<file path="config.mk">
export PLATFORM = sky130hd
export DESIGN_NAME = tmap_top
export DESIGN_NICKNAME = d
export VERILOG_FILES = /design/src/logic/tmap_pkg.sv /design/src/logic/tmap_prot_check.sv /design/src/logic/tmap_top.sv
export SDC_FILE = /design/constraint.sdc
export NUM_CORES = 1
export LEC_CHECK = 0
export ABC_AREA = 0
export ABC_CLOCK_PERIOD_IN_PS = 4800
export BUFFER_PORTS_ARGS = -buffer_cell sky130_fd_sc_hd__buf_2
export CORE_AREA = 2 2 162 164
export DETAILED_ROUTE_END_ITERATION = 10
export DIE_AREA = 0 0 164 166
export PLACE_DENSITY = 0.83
export SYNTH_ARGS = -nofsm -noshare
export SYNTH_HDL_FRONTEND = slang
export SYNTH_SLANG_ARGS = --single-unit
</file>
<file path="constraint.sdc">
create_clock -name clk_sys -period 4.8 [get_ports clk_sys]
set_clock_uncertainty 0.05 [all_clocks]
set_input_delay 0.72 -clock clk_sys [delete_from_list [all_inputs] [get_ports clk_sys]]
set_output_delay 0.72 -clock clk_sys [all_outputs]
set_load 0.01 [all_outputs]
</file>
<file path="src/logic/tmap_pkg.sv">
// Shared constants and types for the tag memory access protection block
package tmap_pkg;

	// Serial slave operate-codes
	localparam logic [7:0] SLAVE_WORD_WRITE_CMD = 8'h02;
	localparam logic [7:0] SLAVE_WORD_READ_CMD = 8'h03;
	localparam logic [7:0] SLAVE_STATUS_READ_CMD = 8'h05;

	// Air-interface write command code
	localparam logic [7:0] AIR_WRITE_CMD = 8'hc3;

	// Memory bank codes
	localparam logic [1:0] BANK_RESERVED = 2'h0;
	localparam logic [1:0] BANK_EPC = 2'h1;
	localparam logic [1:0] BANK_TID = 2'h2;
	localparam logic [1:0] BANK_USER = 2'h3;

	// Word addresses inside the reserved and user banks
	localparam logic [13:0] KILL_PW_FIRST = 14'h0000;
	localparam logic [13:0] KILL_PW_LAST = 14'h0001;
	localparam logic [13:0] ACCESS_PW_FIRST = 14'h0002;
	localparam logic [13:0] ACCESS_PW_LAST = 14'h0003;
	localparam logic [13:0] AREA_PW_FIRST = 14'h0020;
	localparam logic [13:0] AREA_PW_LAST = 14'h002f;
	localparam logic [13:0] AREA_AUTH_FIRST = 14'h0030;
	localparam logic [13:0] AREA_AUTH_LAST = 14'h003f;
	localparam logic [13:0] USER_LAST_WORD = 14'h0eff;

	// User area geometry: seven areas of 200h words and a last of 100h up to word 0eff
	localparam int AREA_SHIFT = 9;
	localparam int AREA_COUNT = 8;
	localparam int AREA_PW_WORDS = 16;

	// Lock payload field positions (each pair is {lock, permalock})
	localparam int LOCK_KILL_POS = 8;
	localparam int LOCK_ACCESS_POS = 6;
	localparam int LOCK_EPC_POS = 4;
	localparam int LOCK_TID_POS = 2;
	localparam int LOCK_USER_POS = 0;

	// Error status word layout and reset value
	localparam int ERR_LOCKED_BIT = 1;
	localparam int ERR_KILLED_BIT = 0;
	localparam logic [15:0] ERR_STATUS_RESET = 16'h0000;
	localparam logic [15:0] PW_RESET = 16'h0000;

	typedef enum logic [1:0] {
		ST_SECURED = 2'b01,
		ST_AREA_UNLOCKED = 2'b10
	} tmap_state_type;

endpackage : tmap_pkg

</file>
<file path="src/logic/tmap_prot_check.sv">
// Combinational protection decoder for one word access
`timescale 1ns/1ps
`default_nettype none
module tmap_prot_check (
	input wire logic [1:0] bank, // Target memory bank
	input wire logic [13:0] addr, // Target word address
	input wire logic is_write, // High for a write, low for a read
	input wire logic from_air, // High for air access, low for serial
	input wire logic secured, // Protocol engine is in Secured state
	input wire logic killed, // Tag is killed
	input wire logic access_pw_set, // Access password is nonzero
	input wire logic [9:0] lock_payload, // Lock payload bits [9:0]
	input wire logic [7:0] perm_mask, // Permalock mask, bit 0 = area 0
	input wire logic [7:0] area_pw_set, // Area password is nonzero
	input wire logic area_open, // An area is authenticated
	input wire logic [2:0] open_area, // Index of the authenticated area
	output logic deny_killed, // Access refused: tag killed
	output logic deny_locked // Access refused: lock or password
);

	// A locked pair blocks writes unless the tag is secured; a permalocked
	// lock blocks them always. Serial access never counts as secured.
	function automatic logic pair_blocks(input logic [1:0] pair,
		input logic sec_ok);
		pair_blocks = pair[1] & (pair[0] | ~sec_ok);
	endfunction : pair_blocks

	logic [2:0] area;
	logic sec_ok;
	logic pw_guard;
	logic in_range;

	assign area = addr[tmap_pkg::AREA_SHIFT +: 3];
	assign sec_ok = from_air & secured;
	assign in_range = addr <= tmap_pkg::USER_LAST_WORD;
	assign pw_guard = area_pw_set[area] & ~(area_open && open_area == area);

	always_comb begin
		deny_killed = killed;
		deny_locked = 1'b0;
		if (!from_air && access_pw_set) begin
			deny_locked = 1'b1;
		end
		case (bank)
			tmap_pkg::BANK_RESERVED: begin
				if (!from_air) begin
					deny_locked = 1'b1;
				end else if (is_write) begin
					if (addr <= tmap_pkg::KILL_PW_LAST) begin
						if (pair_blocks(lock_payload[tmap_pkg::LOCK_KILL_POS +: 2],
							sec_ok)) begin
							deny_locked = 1'b1;
						end
					end else if ((addr >= tmap_pkg::ACCESS_PW_FIRST &&
						addr <= tmap_pkg::ACCESS_PW_LAST) ||
						(addr >= tmap_pkg::AREA_PW_FIRST &&
						addr <= tmap_pkg::AREA_PW_LAST)) begin
						if (pair_blocks(lock_payload[tmap_pkg::LOCK_ACCESS_POS +: 2],
							sec_ok)) begin
							deny_locked = 1'b1;
						end
					end
				end
			end
			tmap_pkg::BANK_EPC: begin
				if (is_write && (!from_air ||
					pair_blocks(lock_payload[tmap_pkg::LOCK_EPC_POS +: 2],
					sec_ok))) begin
					deny_locked = 1'b1;
				end
			end
			tmap_pkg::BANK_TID: begin
				if (is_write && (!from_air ||
					pair_blocks(lock_payload[tmap_pkg::LOCK_TID_POS +: 2],
					sec_ok))) begin
					deny_locked = 1'b1;
				end
			end
			default: begin
				if (!in_range) begin
					deny_locked = 1'b1;
				end
				if (pw_guard) begin
					deny_locked = 1'b1;
				end
				if (is_write &&
					(pair_blocks(lock_payload[tmap_pkg::LOCK_USER_POS +: 2],
					sec_ok) || perm_mask[area])) begin
					deny_locked = 1'b1;
				end
			end
		endcase
	end

endmodule : tmap_prot_check
`default_nettype wire

</file>
<file path="src/logic/tmap_top.sv">
// Access protection, area passwords and serial error status for the tag
`timescale 1ns/1ps
`default_nettype none
module tmap_top (
	input wire logic clk_sys, // System clock, 100 MHz
	input wire logic srst, // Synchronous reset, power loss
	input wire logic killed, // Tag is killed
	input wire logic secured, // Protocol engine is in Secured state
	input wire logic access_pw_set, // Access password is nonzero
	input wire logic [9:0] lock_payload, // Stored lock payload bits
	input wire logic [15:0] perm_mask, // Permalock mask, bits 15:8 used
	input wire logic slv_req, // Serial command pulse
	input wire logic [7:0] slv_op, // Serial operate-code
	input wire logic [1:0] slv_bank, // Serial target bank
	input wire logic [13:0] slv_addr, // Serial target word address
	input wire logic [15:0] slv_mem_rdata, // Memory word for serial read
	input wire logic slv_done, // Status read completed its 16 clocks
	input wire logic air_req, // Air write command pulse
	input wire logic [7:0] air_cmd, // Air command code
	input wire logic [1:0] air_bank, // Air target bank
	input wire logic [13:0] air_addr, // Air target word address
	input wire logic [15:0] air_data, // Air data word, RN16-covered
	input wire logic [15:0] air_rn16, // Tag RN16 for uncovering data
	output logic [15:0] slv_rdata, // Word shifted out on serial data
	output logic slv_wr_en, // Serial write allowed to memory
	output logic [15:0] err_status, // Error status word
	output logic air_wr_en, // Air write allowed to memory
	output logic air_reply, // Send reply to the reader
	output logic area_unlocked, // In area-unlocked state
	output logic [2:0] unlocked_area // Index of the opened area
);

	logic [15:0] area_pw_reg [0:tmap_pkg::AREA_PW_WORDS-1];
	tmap_pkg::tmap_state_type state_reg;
	logic [2:0] open_area_reg;
	logic half_pending_reg;
	logic [2:0] half_area_reg;
	logic [15:0] half_word_reg;
	logic [7:0] area_pw_nz;
	logic [7:0] area_mask;
	logic slv_kill;
	logic slv_lock;
	logic air_kill;
	logic air_lock;
	logic slv_is_write;
	logic slv_is_read;
	logic slv_is_status;
	logic air_write;
	logic air_pw_set;
	logic air_auth;
	logic [15:0] plain_word;
	logic [31:0] full_pw;
	logic [31:0] stored_pw;
	logic [2:0] auth_area;
	logic base_state;
	logic area_open;
	logic half_match;

	// Permalock mask bit 15 covers area 0, bit 8 area 7
	genvar gi;
	generate
		for (gi = 0; gi < tmap_pkg::AREA_COUNT; gi = gi + 1) begin : g_area
			assign area_mask[gi] = perm_mask[15 - gi];
			assign area_pw_nz[gi] = (area_pw_reg[2 * gi] != 16'h0000) ||
				(area_pw_reg[2 * gi + 1] != 16'h0000);
		end
	endgenerate

	// Decodes shared by the serial opcode and password window paths
	function automatic logic slv_cmd(input logic req, input logic [7:0] op,
		input logic [7:0] code);
		slv_cmd = req && op == code;
	endfunction : slv_cmd

	function automatic logic in_window(input logic [13:0] a,
		input logic [13:0] first, input logic [13:0] last);
		in_window = a >= first && a <= last;
	endfunction : in_window

	assign slv_is_write = slv_cmd(slv_req, slv_op,
		tmap_pkg::SLAVE_WORD_WRITE_CMD);
	assign slv_is_read = slv_cmd(slv_req, slv_op,
		tmap_pkg::SLAVE_WORD_READ_CMD);
	assign slv_is_status = slv_cmd(slv_req, slv_op,
		tmap_pkg::SLAVE_STATUS_READ_CMD);
	assign base_state = state_reg == tmap_pkg::ST_SECURED;
	// Both checkers must judge against one view of the open area
	assign area_open = state_reg == tmap_pkg::ST_AREA_UNLOCKED;
	// A second half only counts against the area its first half named
	assign half_match = half_pending_reg && half_area_reg == auth_area;

	assign air_write = air_req && air_cmd == tmap_pkg::AIR_WRITE_CMD;
	assign air_pw_set = air_write && air_bank == tmap_pkg::BANK_RESERVED &&
		in_window(air_addr, tmap_pkg::AREA_PW_FIRST,
		tmap_pkg::AREA_PW_LAST);
	assign air_auth = air_write && air_bank == tmap_pkg::BANK_RESERVED &&
		in_window(air_addr, tmap_pkg::AREA_AUTH_FIRST,
		tmap_pkg::AREA_AUTH_LAST);
	assign plain_word = air_data ^ air_rn16;
	assign auth_area = air_addr[3:1];
	assign full_pw = {half_word_reg, plain_word};
	assign stored_pw = {area_pw_reg[{auth_area, 1'b0}],
		area_pw_reg[{auth_area, 1'b1}]};

	tmap_prot_check u_slv_check (
		.bank(slv_bank),
		.addr(slv_addr),
		.is_write(slv_is_write),
		.from_air(1'b0),
		.secured(secured),
		.killed(killed),
		.access_pw_set(access_pw_set),
		.lock_payload(lock_payload),
		.perm_mask(area_mask),
		.area_pw_set(area_pw_nz),
		.area_open(area_open),
		.open_area(open_area_reg),
		.deny_killed(slv_kill),
		.deny_locked(slv_lock)
	);

	tmap_prot_check u_air_check (
		.bank(air_bank),
		.addr(air_addr),
		.is_write(1'b1),
		.from_air(1'b1),
		.secured(secured),
		.killed(killed),
		.access_pw_set(access_pw_set),
		.lock_payload(lock_payload),
		.perm_mask(area_mask),
		.area_pw_set(area_pw_nz),
		.area_open(area_open),
		.open_area(open_area_reg),
		.deny_killed(air_kill),
		.deny_locked(air_lock)
	);

	// Error status: only hardware events set bits; no write path exists,
	// so a host write to this word has nothing to act on.
	always_ff @(posedge clk_sys) begin
		if (srst) begin
			err_status <= tmap_pkg::ERR_STATUS_RESET;
		end else begin
			// Set wins over the clear in the same cycle
			if (slv_done) begin
				err_status <= tmap_pkg::ERR_STATUS_RESET;
			end
			if ((slv_is_read || slv_is_write) && slv_kill) begin
				err_status[tmap_pkg::ERR_KILLED_BIT] <= 1'b1;
			end
			if ((slv_is_read || slv_is_write) && slv_lock) begin
				err_status[tmap_pkg::ERR_LOCKED_BIT] <= 1'b1;
			end
		end
	end

	// Serial read data and write strobe
	// A status read returns the word as it stood before this edge's update
	always_ff @(posedge clk_sys) begin
		if (srst) begin
			slv_rdata <= 16'h0000;
		end else if (slv_is_status) begin
			slv_rdata <= err_status;
		end else if (slv_is_read) begin
			if (slv_kill || slv_lock) begin
				slv_rdata <= 16'h0000;
			end else begin
				slv_rdata <= slv_mem_rdata;
			end
		end
	end

	always_ff @(posedge clk_sys) begin
		if (srst) begin
			slv_wr_en <= 1'b0;
		end else begin
			slv_wr_en <= slv_is_write && !slv_kill && !slv_lock;
		end
	end

	// Ordinary air writes outside the password windows
	always_ff @(posedge clk_sys) begin
		if (srst) begin
			air_wr_en <= 1'b0;
		end else begin
			air_wr_en <= air_write && !air_pw_set && !air_auth &&
				!air_kill && !air_lock;
		end
	end

	// Area password store, cleared only by power loss
	always_ff @(posedge clk_sys) begin
		if (srst) begin
			for (int i = 0; i < tmap_pkg::AREA_PW_WORDS; i++) begin
				area_pw_reg[i] <= tmap_pkg::PW_RESET;
			end
		end else if (air_pw_set && secured && base_state &&
			!air_kill && !air_lock) begin
			area_pw_reg[air_addr[3:0]] <= plain_word;
		end
	end

	// First half of an authentication is held until its partner arrives
	always_ff @(posedge clk_sys) begin
		if (srst) begin
			half_pending_reg <= 1'b0;
			half_area_reg <= 3'h0;
			half_word_reg <= 16'h0000;
		end else if (air_auth && secured && !air_kill) begin
			if (!air_addr[0]) begin
				half_pending_reg <= 1'b1;
				half_area_reg <= auth_area;
				half_word_reg <= plain_word;
			end else begin
				// An odd half consumes the pending half, match or not
				half_pending_reg <= 1'b0;
			end
		end else if (!secured) begin
			half_pending_reg <= 1'b0;
		end
	end

	// Area state: a zero password always returns to Secured; a nonzero
	// one is only honoured from Secured, so areas open one at a time.
	always_ff @(posedge clk_sys) begin
		if (srst) begin
			state_reg <= tmap_pkg::ST_SECURED;
			open_area_reg <= 3'h0;
		end else if (!secured) begin
			state_reg <= tmap_pkg::ST_SECURED;
		end else if (air_auth && air_addr[0] && half_match &&
			!air_kill) begin
			case (state_reg)
				tmap_pkg::ST_SECURED: begin
					if (full_pw != 32'h0000_0000 &&
						full_pw == stored_pw) begin
						state_reg <= tmap_pkg::ST_AREA_UNLOCKED;
						open_area_reg <= auth_area;
					end
				end
				tmap_pkg::ST_AREA_UNLOCKED: begin
					if (full_pw == 32'h0000_0000) begin
						state_reg <= tmap_pkg::ST_SECURED;
					end
				end
				default: begin
					// Illegal state codes fall back to the safe state
					state_reg <= tmap_pkg::ST_SECURED;
				end
			endcase
		end
	end

	// Reply only to executed password operations; a failed check is silent
	always_ff @(posedge clk_sys) begin
		if (srst) begin
			air_reply <= 1'b0;
		end else if (!secured || air_kill) begin
			air_reply <= 1'b0;
		end else if (air_pw_set) begin
			air_reply <= base_state && !air_lock;
		end else if (air_auth && !air_addr[0]) begin
			air_reply <= 1'b1;
		end else if (air_auth && half_match) begin
			air_reply <= (full_pw == 32'h0000_0000) ||
				(base_state && full_pw == stored_pw);
		end else begin
			air_reply <= 1'b0;
		end
	end

	always_ff @(posedge clk_sys) begin
		if (srst) begin
			area_unlocked <= 1'b0;
			unlocked_area <= 3'h0;
		end else begin
			area_unlocked <= area_open;
			unlocked_area <= open_area_reg;
		end
	end

endmodule : tmap_top
`default_nettype wire

</file>
==> impl_metrics.yaml <==
outcome:
  status: "completed"
place:
  dp_cells: 1658
  port_buffers: 138
  dp_hpwl_um: 30360
  dp_slack_ns: 0.5933
  dpl_cell_area_mm2: 0.01605
  gp_congestion: 0.9877
power:
  intPower_mw: 4.488
  power_mw: 5.903
  power.density_mw_per_mm2: 346.2
  vdd_drop_max_v: 0.0003299
  power_frac_seq: 0.502
  switching_share: 0.2397
  p_comb_frac: 0.099
  p_switching_mw: 1.415
  power.clock.fraction: 0.399
  p_leak_nw: 6.282
global_route:
  track_usage: 0.3194
  antenna_found_initial: 0
  grt_pass1_wl_um: 64390
  grt_pass1_vias: 11036
  grt_max_degree: 68
  grt_overflow: 0
yosys:
  synth-seq-cells: 306
  synth_edf_count: 256
  synth_largest_area_cell: "edfxtp_1"
  synthCells: 1218
  syn-cell-area_mm2: 0.01491
  synth_top_area_frac: 0.5155
  synth_ff_type: "edfxtp_1"
  ys_top_cells_by_area: "edfxtp_1 52%, mux4_2 8.8%, dfxtp_1 6.7%"
  yosys.cell_types.count: 49
  yosys_warnings: 0
  synthArstFlopShare: 0
  seq_area_frac_synth: 0.5826
  syn-mean-instance-area_um2: 12.24
clock_network:
  insertion_delay_ns: 0.56
  cts_hold_buf: 0
  htreeDepth: 1
  cts_buffers: 31
  clk_path_buf_depth: 3
  cts.sinks: 306
  cts_tree: "built"
  post_cts_resized: 0
  path_clk_slew_ns: 0.06
  root_buffer: "clkbuf_16"
  postCtsSetupBuffers: 0
final_layout:
  finalNetCount: 1488
  design_area_mm2: 0.01705
  n_antenna_cell: 0
  layout-drive-gt1-share: 0.2275
  syn2layout_area_growth_pct: 14.34
  final_cell_mix: "256 x edfxtp_1, 234 x nor2_1, 137 x buf_2"
  n_fill_cell: 1803
  final_common_cell: "edfxtp_1"
  largest_reg_flops: 256
  fin_cells: 1715
route:
  wire_per_inst_um: 25.41
  drc: 0
  vias_per_cell: 6.555
  via_count: 11241
  drt-initial-drc-count: 1861
  drt_wl_total_um: 43570
  first_pass_iters: 7
  detail-route-antenna-nets: 0
worst_setup_path:
  cp.arrival_ns: 3.89
  cp-start-kind: "primary input"
  worst-r2r-setup-slack_ns: 1.32
  critPathKind: "primary input to register"
  critPathRequiredTime_ns: 4.99
  cp_max_fo: 35
  worstSetupEndpointType: "register"
floorplan:
  die_w_um: 164
  dieHeight_um: 166
  ioPinCount: 169
  die_area_mm2: 0.02722
  start_util: 0.5821
  core_area_mm2: 0.02562
  fp-row-count: 59
sta:
  worst_pin_slew_ns: 1.027
  setup_viol: 0
  fmax_ghz: 0.2701
  report.final.slew_viol_count: 0
  rsz0062_at_grt: "false"
  post-route-period-util: 0.7713
  relSlewSlack: 0.3154
  fin_ws_ns: 1.098
  fin_crit_ns: 3.702
  final.setup.tns_ns: 0
  hold_viol: 0
job:
  drv_cap: 0
worst_hold_path:
  hold_path.class: "primary input to register"
[synth_stat cells, drive strengths merged (14+ instances only)]
cell type / n
clkbuf: 63
dfxtp: 50
mux2i: 54
a21oi: 18
nand2: 28
a211oi: 18
buf: 41
nand4: 29
xor2: 22
nor3: 67
nand2b: 39
xnor2: 30
a22oi: 14
nor2: 235
a22o: 15
edfxtp: 256
mux4: 58
nor4: 78
[cell type report]
type / instances / area (um^2) / area share
clock buffers: 47 / 945.9 / 0.05548
clock inverters: 10 / 53.80 / 0.003156
inverters: 8 / 30.03 / 0.001761
multi-input cells: 813 / 5747 / 0.3371
flip-flops and latches: 306 / 8688 / 0.5096
well taps: 335 / 419.2 / 0.02458
repair buffers: 196 / 1166 / 0.06839
[power groups by stage]
stage               clock network, mW  logic, mW  registers, mW
floorplan                           0      0.345           3.00
global placement                    0      0.552           3.01
detailed placement                  0      0.563           3.02
CTS                              2.35      0.566           2.96
global route                     2.45      0.608           2.97
finish                           2.36      0.583           2.96
[cell families (layout without fill, tap and decap cells)]
kind of cell / Yosys count / in the layout / synth area share
mux: 116 / 116 / 0.1269
xor+xnor: 52 / 52 / 0.03054
fa+ha+maj: 2 / 2 / 0.001678
compound gates: 101 / 101 / 0.04800
other cells: 1 / 14 / 0.0002515
flops: 306 / 306 / 0.5826
simple gates: 528 / 528 / 0.1743
buf+inv: 112 / 261 / 0.03574
[worst paths after layout]
kind,startpoint,to,depth (start not counted)
setup / recovery,air_addr[3],area_pw_reg[5][15],11
hold / removal,slv_mem_rdata[0],slv_rdata[0],2
setup reg to reg,area_pw_reg[3][8],slv_rdata[8],8
hold reg to reg,slv_rdata[15],slv_rdata[15],1
[critical path, cell delays in order]
cell and delay, ns:
buf_2 0.09, buf_4 0.44, nor2_1 0.13, a21o_1 0.20, a22o_1 0.24, a21oi_1 0.19, o21ai_1 0.16, nor4b_4 0.55
nand2_1 0.55, o21bai_1 0.30, buf_4 0.31
[layer usage]
metal | wire [um] | track usage
met1 | 14420 | 0.3989
met3 | 5679 | 0.06968
met4 | 3086 | 0.1815
met5 | 0 | 0
met2 | 20380 | 0.5164
[stage by stage]
| step | hold WS, ns | util |
|---|---|---|
| global route | 0.3199 | 0.6656 |
| floorplan | 0.4117 | - |
| finish | 0.3127 | 0.6656 |
| global placement | 0.4054 | 0.6266 |
| CTS | 0.3013 | 0.6656 |
| detailed placement | 0.4086 | 0.6266 |
(Power assumes the default switching activity.)
